==> config.mk <==
export PLATFORM = sky130hd
export DESIGN_NAME = ecio_core
export DESIGN_NICKNAME = d
export VERILOG_FILES = /design/src/shared/ecio_pkg.sv /design/src/core/ecio_core.sv
export SDC_FILE = /design/constraint.sdc
export NUM_CORES = 2
export LEC_CHECK = 0
export ABC_AREA = 1
export ABC_CLOCK_PERIOD_IN_PS = 11000
export BUFFER_PORTS_ARGS = -buffer_cell sky130_fd_sc_hd__buf_2
export CORE_ASPECT_RATIO = 0.7
export CORE_MARGIN = 3
export CORE_UTILIZATION = 57
export DETAILED_ROUTE_END_ITERATION = 10
export PLACE_DENSITY = 0.73
export SLEW_MARGIN = 0
export SYNTH_ARGS = -nofsm -noshare
export SYNTH_HDL_FRONTEND = slang
export SYNTH_SLANG_ARGS = --single-unit
==> constraint.sdc <==
create_clock -name core_clk_i -period 11 [get_ports core_clk_i]
set_input_delay 0.55 -clock core_clk_i [delete_from_list [all_inputs] [get_ports core_clk_i]]
set_output_delay 0.55 -clock core_clk_i [all_outputs]
set_load 0.05 [all_outputs]
==> src/shared/ecio_pkg.sv <==
package ecio_pkg;
    // Clock and timing figures.
    localparam int CLK_PERIOD_PS = 4000;
    localparam longint DETECT_PERIOD_NS = 2000000;
    localparam longint REFRESH_PERIOD_NS = 100000;
    localparam int DETECT_CYCLES_DEF =
        int'((DETECT_PERIOD_NS * 1000) / CLK_PERIOD_PS);
    localparam int REFRESH_CYCLES_DEF =
        int'((REFRESH_PERIOD_NS * 1000) / CLK_PERIOD_PS);
    // Register byte addresses.
    localparam logic [5:0] REG_CTRL = 6'h00;
    localparam logic [5:0] REG_CMD = 6'h04;
    localparam logic [5:0] REG_STATUS = 6'h08;
    localparam logic [5:0] REG_STEP = 6'h0C;
    localparam logic [5:0] REG_SETTINGS = 6'h10;
    localparam logic [5:0] REG_RESPONSE = 6'h14;
    localparam logic [5:0] REG_MEMCMD = 6'h18;
    localparam logic [5:0] REG_STEP_SEL = 6'h1C;
    localparam logic [5:0] REG_STEP_DATA = 6'h20;
    // Field positions.
    localparam int CTRL_EXT_EN_BIT = 0;
    localparam int CTRL_KEYLOCK_BIT = 1;
    localparam int CMD_OUT_ON_BIT = 0;
    localparam int CMD_OUT_OFF_BIT = 1;
    localparam int CMD_START_BIT = 2;
    localparam int CMD_STOP_BIT = 3;
    localparam int CMD_HOLD_BIT = 4;
    localparam int STAT_REFUSED_BIT = 5;
    localparam int MEMCMD_OP_LSB = 8;
    // Sizes and reset values.
    localparam int STEP_W = 5;
    localparam int STEP_COUNT = 32;
    localparam int SLOT_COUNT = 30;
    localparam logic [31:0] SETTINGS_INIT = 32'h0000_0000;
    localparam logic [31:0] RESPONSE_INIT = 32'h0000_0000;
    localparam logic [17:0] STEP_ENTRY_INIT = 18'h0_0000;
    localparam logic [6:0] INPUT_IDLE = 7'h7F;

    typedef enum logic [1:0] {
        MEM_NOP = 2'b00,
        MEM_STORE = 2'b01,
        MEM_RECALL = 2'b10,
        MEM_CLEAR = 2'b11
    } ecio_mem_op_type;

    typedef enum logic [1:0] {
        SEQ_IDLE = 2'b00,
        SEQ_RUN = 2'b01,
        SEQ_HOLD = 2'b10
    } ecio_seq_type;

    typedef enum logic [1:0] {
        MODE_LOCAL = 2'b00,
        MODE_REMOTE = 2'b01,
        MODE_LOCKOUT = 2'b10
    } ecio_mode_type;

    // Control lines, all idle high, acting on the falling edge.
    typedef struct packed {
        logic branch_one;
        logic branch_zero;
        logic seq_hold;
        logic seq_stop;
        logic seq_start;
        logic out_on;
        logic out_off;
    } ecio_input_type;

    typedef struct packed {
        logic [1:0] step_sync;
        logic busy;
        logic overload;
        logic output_on;
        logic power_on;
    } ecio_status_type;

    typedef struct packed {
        logic [1:0] step_sync;
        logic [2:0] spare;
        logic [STEP_W-1:0] branch_target_one;
        logic [2:0] pad;
        logic [STEP_W-1:0] branch_target_zero;
    } ecio_step_type;
endpackage : ecio_pkg

==> src/core/ecio_core.sv <==
// Decided for this implementation: the register addresses and the Avalon-MM interface to the registers.
`timescale 1ns/1ps
// Functional notes
// - Sample every external control input once per 2 ms detection period.
// - Ignore external control inputs unless external control enable is set.
// - Refresh the external status lines every 0.1 ms.
// - Power status line is low when power is off, high when on.
// - Output status line is low when output off, high when on.
// - Overload status line is high only while an overload exists.
// - Busy status line is high while internal processing is busy.
// - Two lines carry bit 0 and bit 1 of the current step sync code.
// - A falling edge on output-off switches the output off.
// - A falling edge on output-on switches the output on.
// - A falling edge on sequence start starts the sequence.
// - A falling edge on sequence stop stops the sequence.
// - A falling edge on sequence hold pauses the running sequence.
// - Branch trigger zero jumps to the current step's branch-zero target.
// - Branch trigger one jumps to the current step's branch-one target.
// - Thirty settings slots support store, recall and clear.
// - Store and recall are refused while the output is on.
// - Settings survive a power cycle; response selection does not.
// - REN enters remote mode and GTL returns to local mode.
// - Local key leaves remote mode unless local lockout or keylock.
// - Front-panel output-off key works in every mode.
module ecio_core #(
    parameter int DETECT_CYCLES = ecio_pkg::DETECT_CYCLES_DEF,
    parameter int REFRESH_CYCLES = ecio_pkg::REFRESH_CYCLES_DEF
) (
    input wire logic core_clk_i,
    input wire logic rst_n_i,
    input wire logic bkup_rst_n_i,
    input wire logic [5:0] avs_address_i,
    input wire logic avs_read_i,
    input wire logic avs_write_i,
    input wire logic [31:0] avs_writedata_i,
    input wire logic [3:0] avs_byteenable_i,
    output logic [31:0] avs_readdata_o,
    output logic avs_waitrequest_o,
    input wire ecio_pkg::ecio_input_type ext_ctrl_i,
    output ecio_pkg::ecio_status_type ext_status_o,
    input wire logic power_good_i,
    input wire logic overload_i,
    input wire logic busy_i,
    input wire logic ifc_ren_i,
    input wire logic ifc_gtl_i,
    input wire logic ifc_llo_i,
    input wire logic panel_local_key_i,
    input wire logic panel_output_off_key_i,
    output logic output_on_o,
    output logic remote_indicator_o,
    output logic [31:0] settings_o,
    output logic [31:0] response_o
);
    import ecio_pkg::*;

    function automatic logic [31:0] merge_be(input logic [31:0] old_val,
                                             input logic [31:0] new_val,
                                             input logic [3:0] be);
        logic [31:0] res;
        res = old_val;
        for (int i = 0; i < 4; i++) begin
            if (be[i]) begin
                res[i*8 +: 8] = new_val[i*8 +: 8];
            end
        end
        return res;
    endfunction : merge_be

    // Bus slave: every access answers on the second edge after it rises.
    logic ack;
    logic bus_req;
    logic wr_en;
    logic [31:0] rd_mux;
    assign bus_req = avs_read_i | avs_write_i;
    assign avs_waitrequest_o = bus_req & ~ack;
    assign wr_en = avs_write_i & ack;

    always_ff @(posedge core_clk_i) begin
        if (!rst_n_i) begin
            ack <= 1'b0;
        end else begin
            ack <= bus_req & ~ack;
        end
    end

    always_ff @(posedge core_clk_i) begin
        if (!rst_n_i) begin
            avs_readdata_o <= 32'h0000_0000;
        end else if (avs_read_i & ~ack) begin
            avs_readdata_o <= rd_mux;
        end
    end

    // Control register and one-cycle command pulses.
    logic ext_enable;
    logic keylock;
    logic [6:0] cmd_pulse;
    always_ff @(posedge core_clk_i) begin
        if (!rst_n_i) begin
            ext_enable <= 1'b0;
            keylock <= 1'b0;
        end else if (wr_en && avs_address_i == REG_CTRL &&
                     avs_byteenable_i[0]) begin
            ext_enable <= avs_writedata_i[CTRL_EXT_EN_BIT];
            keylock <= avs_writedata_i[CTRL_KEYLOCK_BIT];
        end
    end
    assign cmd_pulse = (wr_en && avs_address_i == REG_CMD &&
                        avs_byteenable_i[0]) ?
                       avs_writedata_i[6:0] : 7'h00;

    // Input synchroniser and detection sampling.
    ecio_input_type sync1;
    ecio_input_type sync2;
    ecio_input_type sample;
    ecio_input_type fall;
    ecio_input_type ext_act;
    logic [$clog2(DETECT_CYCLES+1)-1:0] detect_cnt;
    logic detect_tick;
    always_ff @(posedge core_clk_i) begin
        if (!rst_n_i) begin
            sync1 <= INPUT_IDLE;
            sync2 <= INPUT_IDLE;
        end else begin
            sync1 <= ext_ctrl_i;
            sync2 <= sync1;
        end
    end

    always_ff @(posedge core_clk_i) begin
        if (!rst_n_i || detect_tick) begin
            detect_cnt <= '0;
        end else begin
            detect_cnt <= detect_cnt + 1'b1;
        end
    end
    assign detect_tick = (detect_cnt == DETECT_CYCLES - 1);

    // A line is only compared between detection instants, so glitches
    // shorter than the period are filtered out or missed by design.
    always_ff @(posedge core_clk_i) begin
        if (!rst_n_i) begin
            sample <= INPUT_IDLE;
            fall <= '0;
        end else if (detect_tick) begin
            sample <= sync2;
            fall <= sample & ~sync2;
        end else begin
            fall <= '0;
        end
    end
    assign ext_act = ext_enable ? fall : '0;

    // Output state; any off request wins over any on request.
    logic output_on;
    logic off_req;
    logic on_req;
    assign off_req = ext_act.out_off | cmd_pulse[CMD_OUT_OFF_BIT] |
                     panel_output_off_key_i;
    assign on_req = ext_act.out_on | cmd_pulse[CMD_OUT_ON_BIT];
    always_ff @(posedge core_clk_i) begin
        if (!rst_n_i) begin
            output_on <= 1'b0;
        end else if (off_req) begin
            output_on <= 1'b0;
        end else if (on_req) begin
            output_on <= 1'b1;
        end
    end
    assign output_on_o = output_on;

    // Sequence control and step pointer.
    ecio_seq_type seq_state;
    ecio_seq_type next_seq_state;
    logic [STEP_W-1:0] cur_step;
    logic [STEP_W-1:0] step_sel;
    ecio_step_type step_table [STEP_COUNT];
    ecio_step_type cur_entry;
    logic do_start;
    logic do_stop;
    logic do_hold;
    assign cur_entry = step_table[cur_step];
    assign do_start = ext_act.seq_start | cmd_pulse[CMD_START_BIT];
    assign do_stop = ext_act.seq_stop | cmd_pulse[CMD_STOP_BIT];
    assign do_hold = ext_act.seq_hold | cmd_pulse[CMD_HOLD_BIT];

    always_comb begin
        next_seq_state = seq_state;
        case (seq_state)
            SEQ_IDLE: begin
                if (do_start && !do_stop) begin
                    next_seq_state = SEQ_RUN;
                end
            end
            SEQ_RUN: begin
                if (do_stop) begin
                    next_seq_state = SEQ_IDLE;
                end else if (do_hold) begin
                    next_seq_state = SEQ_HOLD;
                end
            end
            SEQ_HOLD: begin
                if (do_stop) begin
                    next_seq_state = SEQ_IDLE;
                end else if (do_start) begin
                    next_seq_state = SEQ_RUN;
                end
            end
            default: begin
                next_seq_state = SEQ_IDLE;
            end
        endcase
    end

    always_ff @(posedge core_clk_i) begin
        if (!rst_n_i) begin
            seq_state <= SEQ_IDLE;
        end else begin
            seq_state <= next_seq_state;
        end
    end

    // Branches act only on an active sequence; zero wins if both fire.
    always_ff @(posedge core_clk_i) begin
        if (!rst_n_i) begin
            cur_step <= '0;
        end else if (seq_state != SEQ_IDLE && ext_act.branch_zero) begin
            cur_step <= cur_entry.branch_target_zero;
        end else if (seq_state != SEQ_IDLE && ext_act.branch_one) begin
            cur_step <= cur_entry.branch_target_one;
        end else if (wr_en && avs_address_i == REG_STEP) begin
            cur_step <= avs_writedata_i[STEP_W-1:0];
        end
    end

    // Backed-up storage clears only on battery loss, not on power cycle.
    logic [31:0] settings;
    logic [31:0] slots [SLOT_COUNT];
    logic [31:0] response;
    logic mem_refused;
    logic mem_req;
    logic mem_bad;
    ecio_mem_op_type mem_op;
    logic [4:0] mem_slot;
    logic [4:0] mem_idx;
    assign mem_req = wr_en && avs_address_i == REG_MEMCMD;
    assign mem_op = ecio_mem_op_type'(avs_writedata_i[MEMCMD_OP_LSB +: 2]);
    assign mem_slot = avs_writedata_i[4:0];
    assign mem_idx = mem_slot - 5'h01;
    assign mem_bad = mem_slot == 5'h00 || mem_slot > 5'(SLOT_COUNT) ||
                     (output_on && mem_op != MEM_CLEAR);

    always_ff @(posedge core_clk_i) begin
        if (!bkup_rst_n_i) begin
            settings <= SETTINGS_INIT;
            for (int i = 0; i < SLOT_COUNT; i++) begin
                slots[i] <= SETTINGS_INIT;
            end
        end else if (mem_req && !mem_bad) begin
            case (mem_op)
                MEM_STORE: slots[mem_idx] <= settings;
                MEM_RECALL: settings <= slots[mem_idx];
                MEM_CLEAR: slots[mem_idx] <= SETTINGS_INIT;
                default: begin
                end
            endcase
        end else if (wr_en && avs_address_i == REG_SETTINGS) begin
            settings <= merge_be(settings, avs_writedata_i,
                                 avs_byteenable_i);
        end
    end

    always_ff @(posedge core_clk_i) begin
        if (!bkup_rst_n_i) begin
            step_sel <= '0;
            for (int i = 0; i < STEP_COUNT; i++) begin
                step_table[i] <= STEP_ENTRY_INIT;
            end
        end else if (wr_en && avs_address_i == REG_STEP_SEL) begin
            step_sel <= avs_writedata_i[STEP_W-1:0];
        end else if (wr_en && avs_address_i == REG_STEP_DATA) begin
            step_table[step_sel] <= avs_writedata_i[17:0];
        end
    end

    // Response selection is volatile and returns to default on power-up.
    always_ff @(posedge core_clk_i) begin
        if (!rst_n_i) begin
            response <= RESPONSE_INIT;
        end else if (wr_en && avs_address_i == REG_RESPONSE) begin
            response <= merge_be(response, avs_writedata_i, avs_byteenable_i);
        end
    end
    assign settings_o = settings;
    assign response_o = response;

    // Refusal flag: a new refusal wins over a write-one clear.
    always_ff @(posedge core_clk_i) begin
        if (!rst_n_i) begin
            mem_refused <= 1'b0;
        end else if (mem_req && mem_bad && mem_op != MEM_NOP) begin
            mem_refused <= 1'b1;
        end else if (wr_en && avs_address_i == REG_STATUS &&
                     avs_writedata_i[STAT_REFUSED_BIT]) begin
            mem_refused <= 1'b0;
        end
    end

    // Operating mode.
    ecio_mode_type mode;
    always_ff @(posedge core_clk_i) begin
        if (!rst_n_i) begin
            mode <= MODE_LOCAL;
        end else if (ifc_gtl_i) begin
            mode <= MODE_LOCAL;
        end else if (ifc_llo_i) begin
            mode <= MODE_LOCKOUT;
        end else if (ifc_ren_i && mode == MODE_LOCAL) begin
            mode <= MODE_REMOTE;
        end else if (panel_local_key_i && mode == MODE_REMOTE &&
                     !keylock) begin
            mode <= MODE_LOCAL;
        end
    end
    assign remote_indicator_o = (mode != MODE_LOCAL);

    // Status lines refresh on their own tick.
    logic [$clog2(REFRESH_CYCLES+1)-1:0] refresh_cnt;
    logic refresh_tick;
    always_ff @(posedge core_clk_i) begin
        if (!rst_n_i || refresh_tick) begin
            refresh_cnt <= '0;
        end else begin
            refresh_cnt <= refresh_cnt + 1'b1;
        end
    end
    assign refresh_tick = (refresh_cnt == REFRESH_CYCLES - 1);

    always_ff @(posedge core_clk_i) begin
        if (!rst_n_i) begin
            ext_status_o <= '0;
        end else if (refresh_tick) begin
            ext_status_o.power_on <= power_good_i;
            ext_status_o.output_on <= output_on;
            ext_status_o.overload <= overload_i;
            ext_status_o.busy <= busy_i;
            ext_status_o.step_sync <= cur_entry.step_sync;
        end
    end

    always_comb begin
        rd_mux = 32'h0000_0000;
        case (avs_address_i)
            REG_CTRL: rd_mux = {30'h0, keylock, ext_enable};
            REG_STATUS: rd_mux = {26'h0, mem_refused, mode, seq_state,
                                  output_on};
            REG_STEP: rd_mux = {27'h0, cur_step};
            REG_SETTINGS: rd_mux = settings;
            REG_RESPONSE: rd_mux = response;
            REG_STEP_SEL: rd_mux = {27'h0, step_sel};
            REG_STEP_DATA: rd_mux = {14'h0, step_table[step_sel]};
            default: rd_mux = 32'h0000_0000;
        endcase
    end
endmodule : ecio_core

[After elaboration in Yosys (flattened, before gate mapping)]
Memories as Yosys holds them, arrays and structs flattened. A register that Yosys moved wholly into a read port is not among the register bits.
Index checks and enable logic that the tools add are counted.
W data, S select, Z words.
Storage, ports and cells
  logic and storage cells: 205
  RAM bits: 1536
  memories: 2
  register bits after elaboration: 183
Memories
  slots: depth 30, bits a word 32, read ports 1, clocked after memory_dff 0, write ports 30, line ecio_core.sv:238  | logic [31:0] slots [SLOT_COUNT];
  step_table: depth 32, bits a word 18, read ports 2, clocked after memory_dff 2, write ports 32, line ecio_core.sv:177  | ecio_step_type step_table [STEP_COUNT];
Cells by class
  bitwise logic cells: 15
  eq/ne operators: 21
  muxes and demuxes: 48
  reductions and logical operators: 61
  add/sub/neg operators: 3
  $lt $le $gt $ge: 1
Operator list (number)
  $pmux W32 S7: 1
  $mux W32: 5
  $mux W5: 10
  $mux W8: 4
  $reduce_or A32 Y1: 1
  $eq A6 B5 Y1 const B: 4
  $logic_and A1 B1 Y1: 22
  $reduce_bool A2 Y1: 10
  $add A19 B1 Y19 const B: 1
  $eq A19 B19 Y1 const B: 1
  $mux W18: 1
  $reduce_or A18 Y1: 1
  $mux W1: 17
  $mux W2: 8
  $add A15 B1 Y15 const B: 1
  $eq A15 B15 Y1 const B: 1
  $reduce_and A3 Y1: 5
  $eq A6 B4 Y1 const B: 2
  $reduce_and A2 Y1: 5
  $or A1 B1 Y1: 8
  $and A7 B7 Y7: 1
  $mux W7: 1
  $not A7 Y7: 1
  $eq A2 B1 Y1 const B: 3
  19 further kinds: 35

[Logic depth before layout (Yosys ltp)]
  depth in word-level cells: 11
  depth in mapped cells: 24

[Least setup slack after synthesis]
Ideal clock, no wire load.
  path kind: input port to flip-flop
  start: input port avs_writedata_i[0]
  end: memory slots[30][0], enable pin
  arrival: 4.273 ns
  library setup time: 0.421 ns
  cell stages on the path: 17
  setup slack: 6.306 ns
  cells stage by stage: buf_2 inv_2 buf_2 buf_2 buf_2 buf_2 buf_2 buf_2 ha_1 nand2_1 nand2_1 nand2_1 nor2_2 inv_1 nor2_1 inv_1 nor2_1
RTL lines
  start: declaration: line ecio_core.sv:35  | input wire logic [31:0] avs_writedata_i,
  end: declaration: line ecio_core.sv:238

==> results.sh <==
export IMPL_status="finished, violations left"
export IMPL_violations="capacitance limit, slew limit"
export IMPL_slowest_delay_ns=0.93
export IMPL_post_route_cells_drive_above_1_share_pct=7.54
export IMPL_crit_type="primary input to flip-flop"
export IMPL_rsz0062_at_grt="false"
export IMPL_power_per_cell_area_mw_per_mm2=161
export IMPL_worstHoldPathCells=3
export IMPL_timing_rr_end="slots[24][27]"
export IMPL_post_route_drc_count=0
export IMPL_setup_tns_ns=0
export IMPL_min_to="response_o[15]"
export IMPL_io_buffer_count=166
export IMPL_swShare_pct=24.2
export IMPL_fin_crit_ns=5.53
export IMPL_dieArea_mm2=0.154
export IMPL_postCtsSetupRepairBufs=0
export IMPL_antenna_found_initial=11
export IMPL_die_w_um=467
export IMPL_cp_cell_sequence="buf_8 -> inv_8 -> buf_4 -> ha_1 -> inv_1 -> nand4_1 -> nand2_1 -> nand2_1 -> nand3_2 -> nor3_4 -> inv_2 -> nor2_4 -> nand2_1 -> nand2_1 -> buf_4"
export IMPL_hold_class="primary input to flip-flop"
export IMPL_start_kind="primary input"
export IMPL_critical_path_top_delay_family="simple AND/OR/NAND/NOR gates"
export IMPL_peakVddDrop_mv=0.208
export IMPL_clk_pin_slew_worst_paths_ns=0.06
export IMPL_core_mm2=0.147
export IMPL_p_clk_share_pct=41.2
export IMPL_clock_skew_ns=0.0374
export IMPL_final_hold_violation_count=0
export IMPL_vias=70700
export IMPL_p_leak_uw=0.0361
export IMPL_start_util_pct=57.9
export IMPL_final_cell_mix="2208 x nand2_1, 2149 x nor2_1, 1600 x edfxtp_1"
export IMPL_first_global_vias=63300
export IMPL_final_setup_viol_count=0
export IMPL_clock_sinks=1793
export IMPL_final_max_slew_violation_count=2
export IMPL_r2r_slack_ns=5.97
export IMPL_cts_tree="built"
export IMPL_yosysTopAreaCellShare_pct=56.6
export IMPL_ys_warn_count=0
export IMPL_p_int_uw=11300
export IMPL_critPathRequiredTime_ns=11.53
export IMPL_fin_area_mm2=0.0923
export IMPL_ant_nets=0
export IMPL_crit_slowest_cell="nand2_1"
export IMPL_netlist_area_mm2=0.0848
export IMPL_dp_hpwl_mm=188
export IMPL_drt_iter0_drc=12800
export IMPL_critPathMaxFanout=96
export IMPL_cts_buffer_depth=3
export IMPL_hold_path_startpoint="avs_writedata_i[15]"
export IMPL_yosys_cell_types_count=45
export IMPL_grt_ovfl_total=0
export IMPL_cap_violations=1
export IMPL_pin_count=167
export IMPL_cts_buffers=171
export IMPL_placed_area_mm2=0.0865
export IMPL_std_cell_rows=117
export IMPL_syn_inst=9544
export IMPL_synth_seq_cells=1793
export IMPL_final_nets=9396
export IMPL_r2r_cells=11
export IMPL_first_pass_iters=7
export IMPL_gp_congestion=1.01
export IMPL_finalHoldWorstSlack_ns=0.0619
export IMPL_ctsHoldBuffers=15
export IMPL_tightest_slew_ns=1.71
export IMPL_max_freq_mhz=181
export IMPL_ys_seq_area_share_pct=61.2
export IMPL_critPathArrivalTime_ns=6.05
export IMPL_relSlewSlack_pct=-14.9
export IMPL_seq_power_share_pct=51.4
export IMPL_p_comb_share_pct=7.4
export IMPL_final_common_cell="nand2_1"
export IMPL_syn2layout_area_growth_pct=8.83
export IMPL_grtUsageTotal_pct=38.6
export IMPL_post_drt_wl_per_cell_um=26.4
export IMPL_avgViaCountPerCell=6.18
export IMPL_postSynthAreaPerCell_um2=8.89
export IMPL_grt_max_degree=212
export IMPL_cts_resized=0
export IMPL_cts_root_buf="clkbuf_16"
export IMPL_path_buf_inv=6
export IMPL_grt_pass1_wl_mm=432
export IMPL_routed_wl_mm=302
export IMPL_switchingPower_uw=3600
export IMPL_htree_levels=4
export IMPL_reg2reg_from="ack"
export IMPL_synth_top_area_cell="edfxtp_1"
export IMPL_die_h_um=329
export IMPL_fin_crit_sh_pct=50.2
export IMPL_worstSkewPairLatency_ns=0.84
export IMPL_nFillCells=12000
export IMPL_syn_num_nets=9612
export IMPL_synth_area_leaders="edfxtp_1 57%, nand2_1 9.8%, nor2_1 9.5%"
export IMPL_endpoint_kind="flip-flop"
export IMPL_cp_common_cell="nand2_1"
routing by layer:
layer	routed length, µm	up-vias	GRT usage, %
li1	-	31000	-
met1	117000	33600	56.6
met2	116000	5441	48.9
met3	56700	588	17.9
met4	12300	12	14.5
met5	604	-	2.68
worst max-delay path by stage:
stage | depth (start not counted) | slack, ns | end | start
floorplan | 17 | 6.31 | slots[30][0] | avs_writedata_i[0]
global placement | 12 | 4.88 | slots[24][21] | avs_writedata_i[0]
detailed placement | 15 | 4.79 | slots[24][27] | avs_writedata_i[0]
CTS | 15 | 5.64 | slots[24][27] | avs_writedata_i[0]
global route | 15 | 5.22 | slots[24][1] | avs_writedata_i[0]
finish | 15 | 5.47 | slots[24][27] | avs_writedata_i[0]
sequential cells by signal, indices dropped and copies added (netlist names), named ones only:
signal / cells
ext_enable: 1
sample: 7
response_o: 32
mem_refused: 1
output_on_o: 1
seq_state: 2
keylock: 1
settings_o: 32
step_sel: 5
refresh_cnt: 15
avs_readdata_o: 32
step_table: 576
ack: 1
cur_step: 5
mode: 2
sync1: 7
ext_status_o: 6
slots: 1024
sync2: 7
detect_cnt: 19
fall: 7
cells by family (layout without fill, tap and decap cells):
group	count (synthesis)	in the layout	synth area share [%]
flip-flops	1793	1793	61.2
buffers and inverters	1284	1212	6.03
AND/OR/NAND/NOR	5210	5210	24.8
other	0	6	0
AO/OA/AOI/OAI	1241	1241	7.77
XOR/XNOR	10	10	0.112
adder cells (fa/ha/maj)	6	6	0.0885
cells in the mapped netlist (all sizes together):
library cell  instances
edfxtp             1600
nand3               713
or2                  29
nor3b                 4
o22a                  5
ha                    6
xnor2                 3
o2bb2ai               1
o211ai              100
a31oi                 1
a211oi                2
nand2              2246
o22ai                30
and3                  1
nor3                 31
a22o                  4
o21a                  1
o31ai                 1
and2                  2
clkinv                5
nor2               2167
nand4                12
o221ai                2
a21oi               292
dfxtp               193
o21ai               789
a22oi                13
clkbuf              430
inv                 538
buf                 311
nor4                  5
xor2                  7
layout make-up:
class	instances	area, µm²	area share, %
multi-input cells	6467	27900	30.2
diodes	6	15.0	0.0163
clock inverters	94	998	1.08
well taps	1963	2460	2.66
repair buffers	352	2330	2.52
flip-flops and latches	1793	51900	56.3
inverters	543	2060	2.23
clock buffers	223	4670	5.06
power by group through the flow:
stage | clock (µW) | combinational, µW | sequential (µW)
floorplan | 0 | 603 | 7780
global placement | 0 | 1020 | 7780
detailed placement | 0 | 1030 | 7790
CTS | 6120 | 1040 | 7650
global route | 6380 | 1150 | 7660
finish | 6130 | 1100 | 7650
per-stage QoR:
stage	utilization (%)	power [µW]	worst slack, ns	std cells
finish	63.0	14900	5.47	11400
global route	63.0	15200	5.22	11400
CTS	63.0	14800	5.64	11400
detailed placement	59.0	8820	4.79	11100
global placement	59.0	8800	4.88	11100
floorplan	-	8380	6.31	9544
worst register-to-register path, delay by kind of cell (launching register included):
| family | cells | cell delay (ns) |
|---|---|---|
| buffers and inverters | 3 | 0.61 |
| AND/OR/NAND/NOR | 8 | 3.72 |
| flip-flops | 1 | 0.41 |
Note: power is estimated with default switching activity, not from simulation.
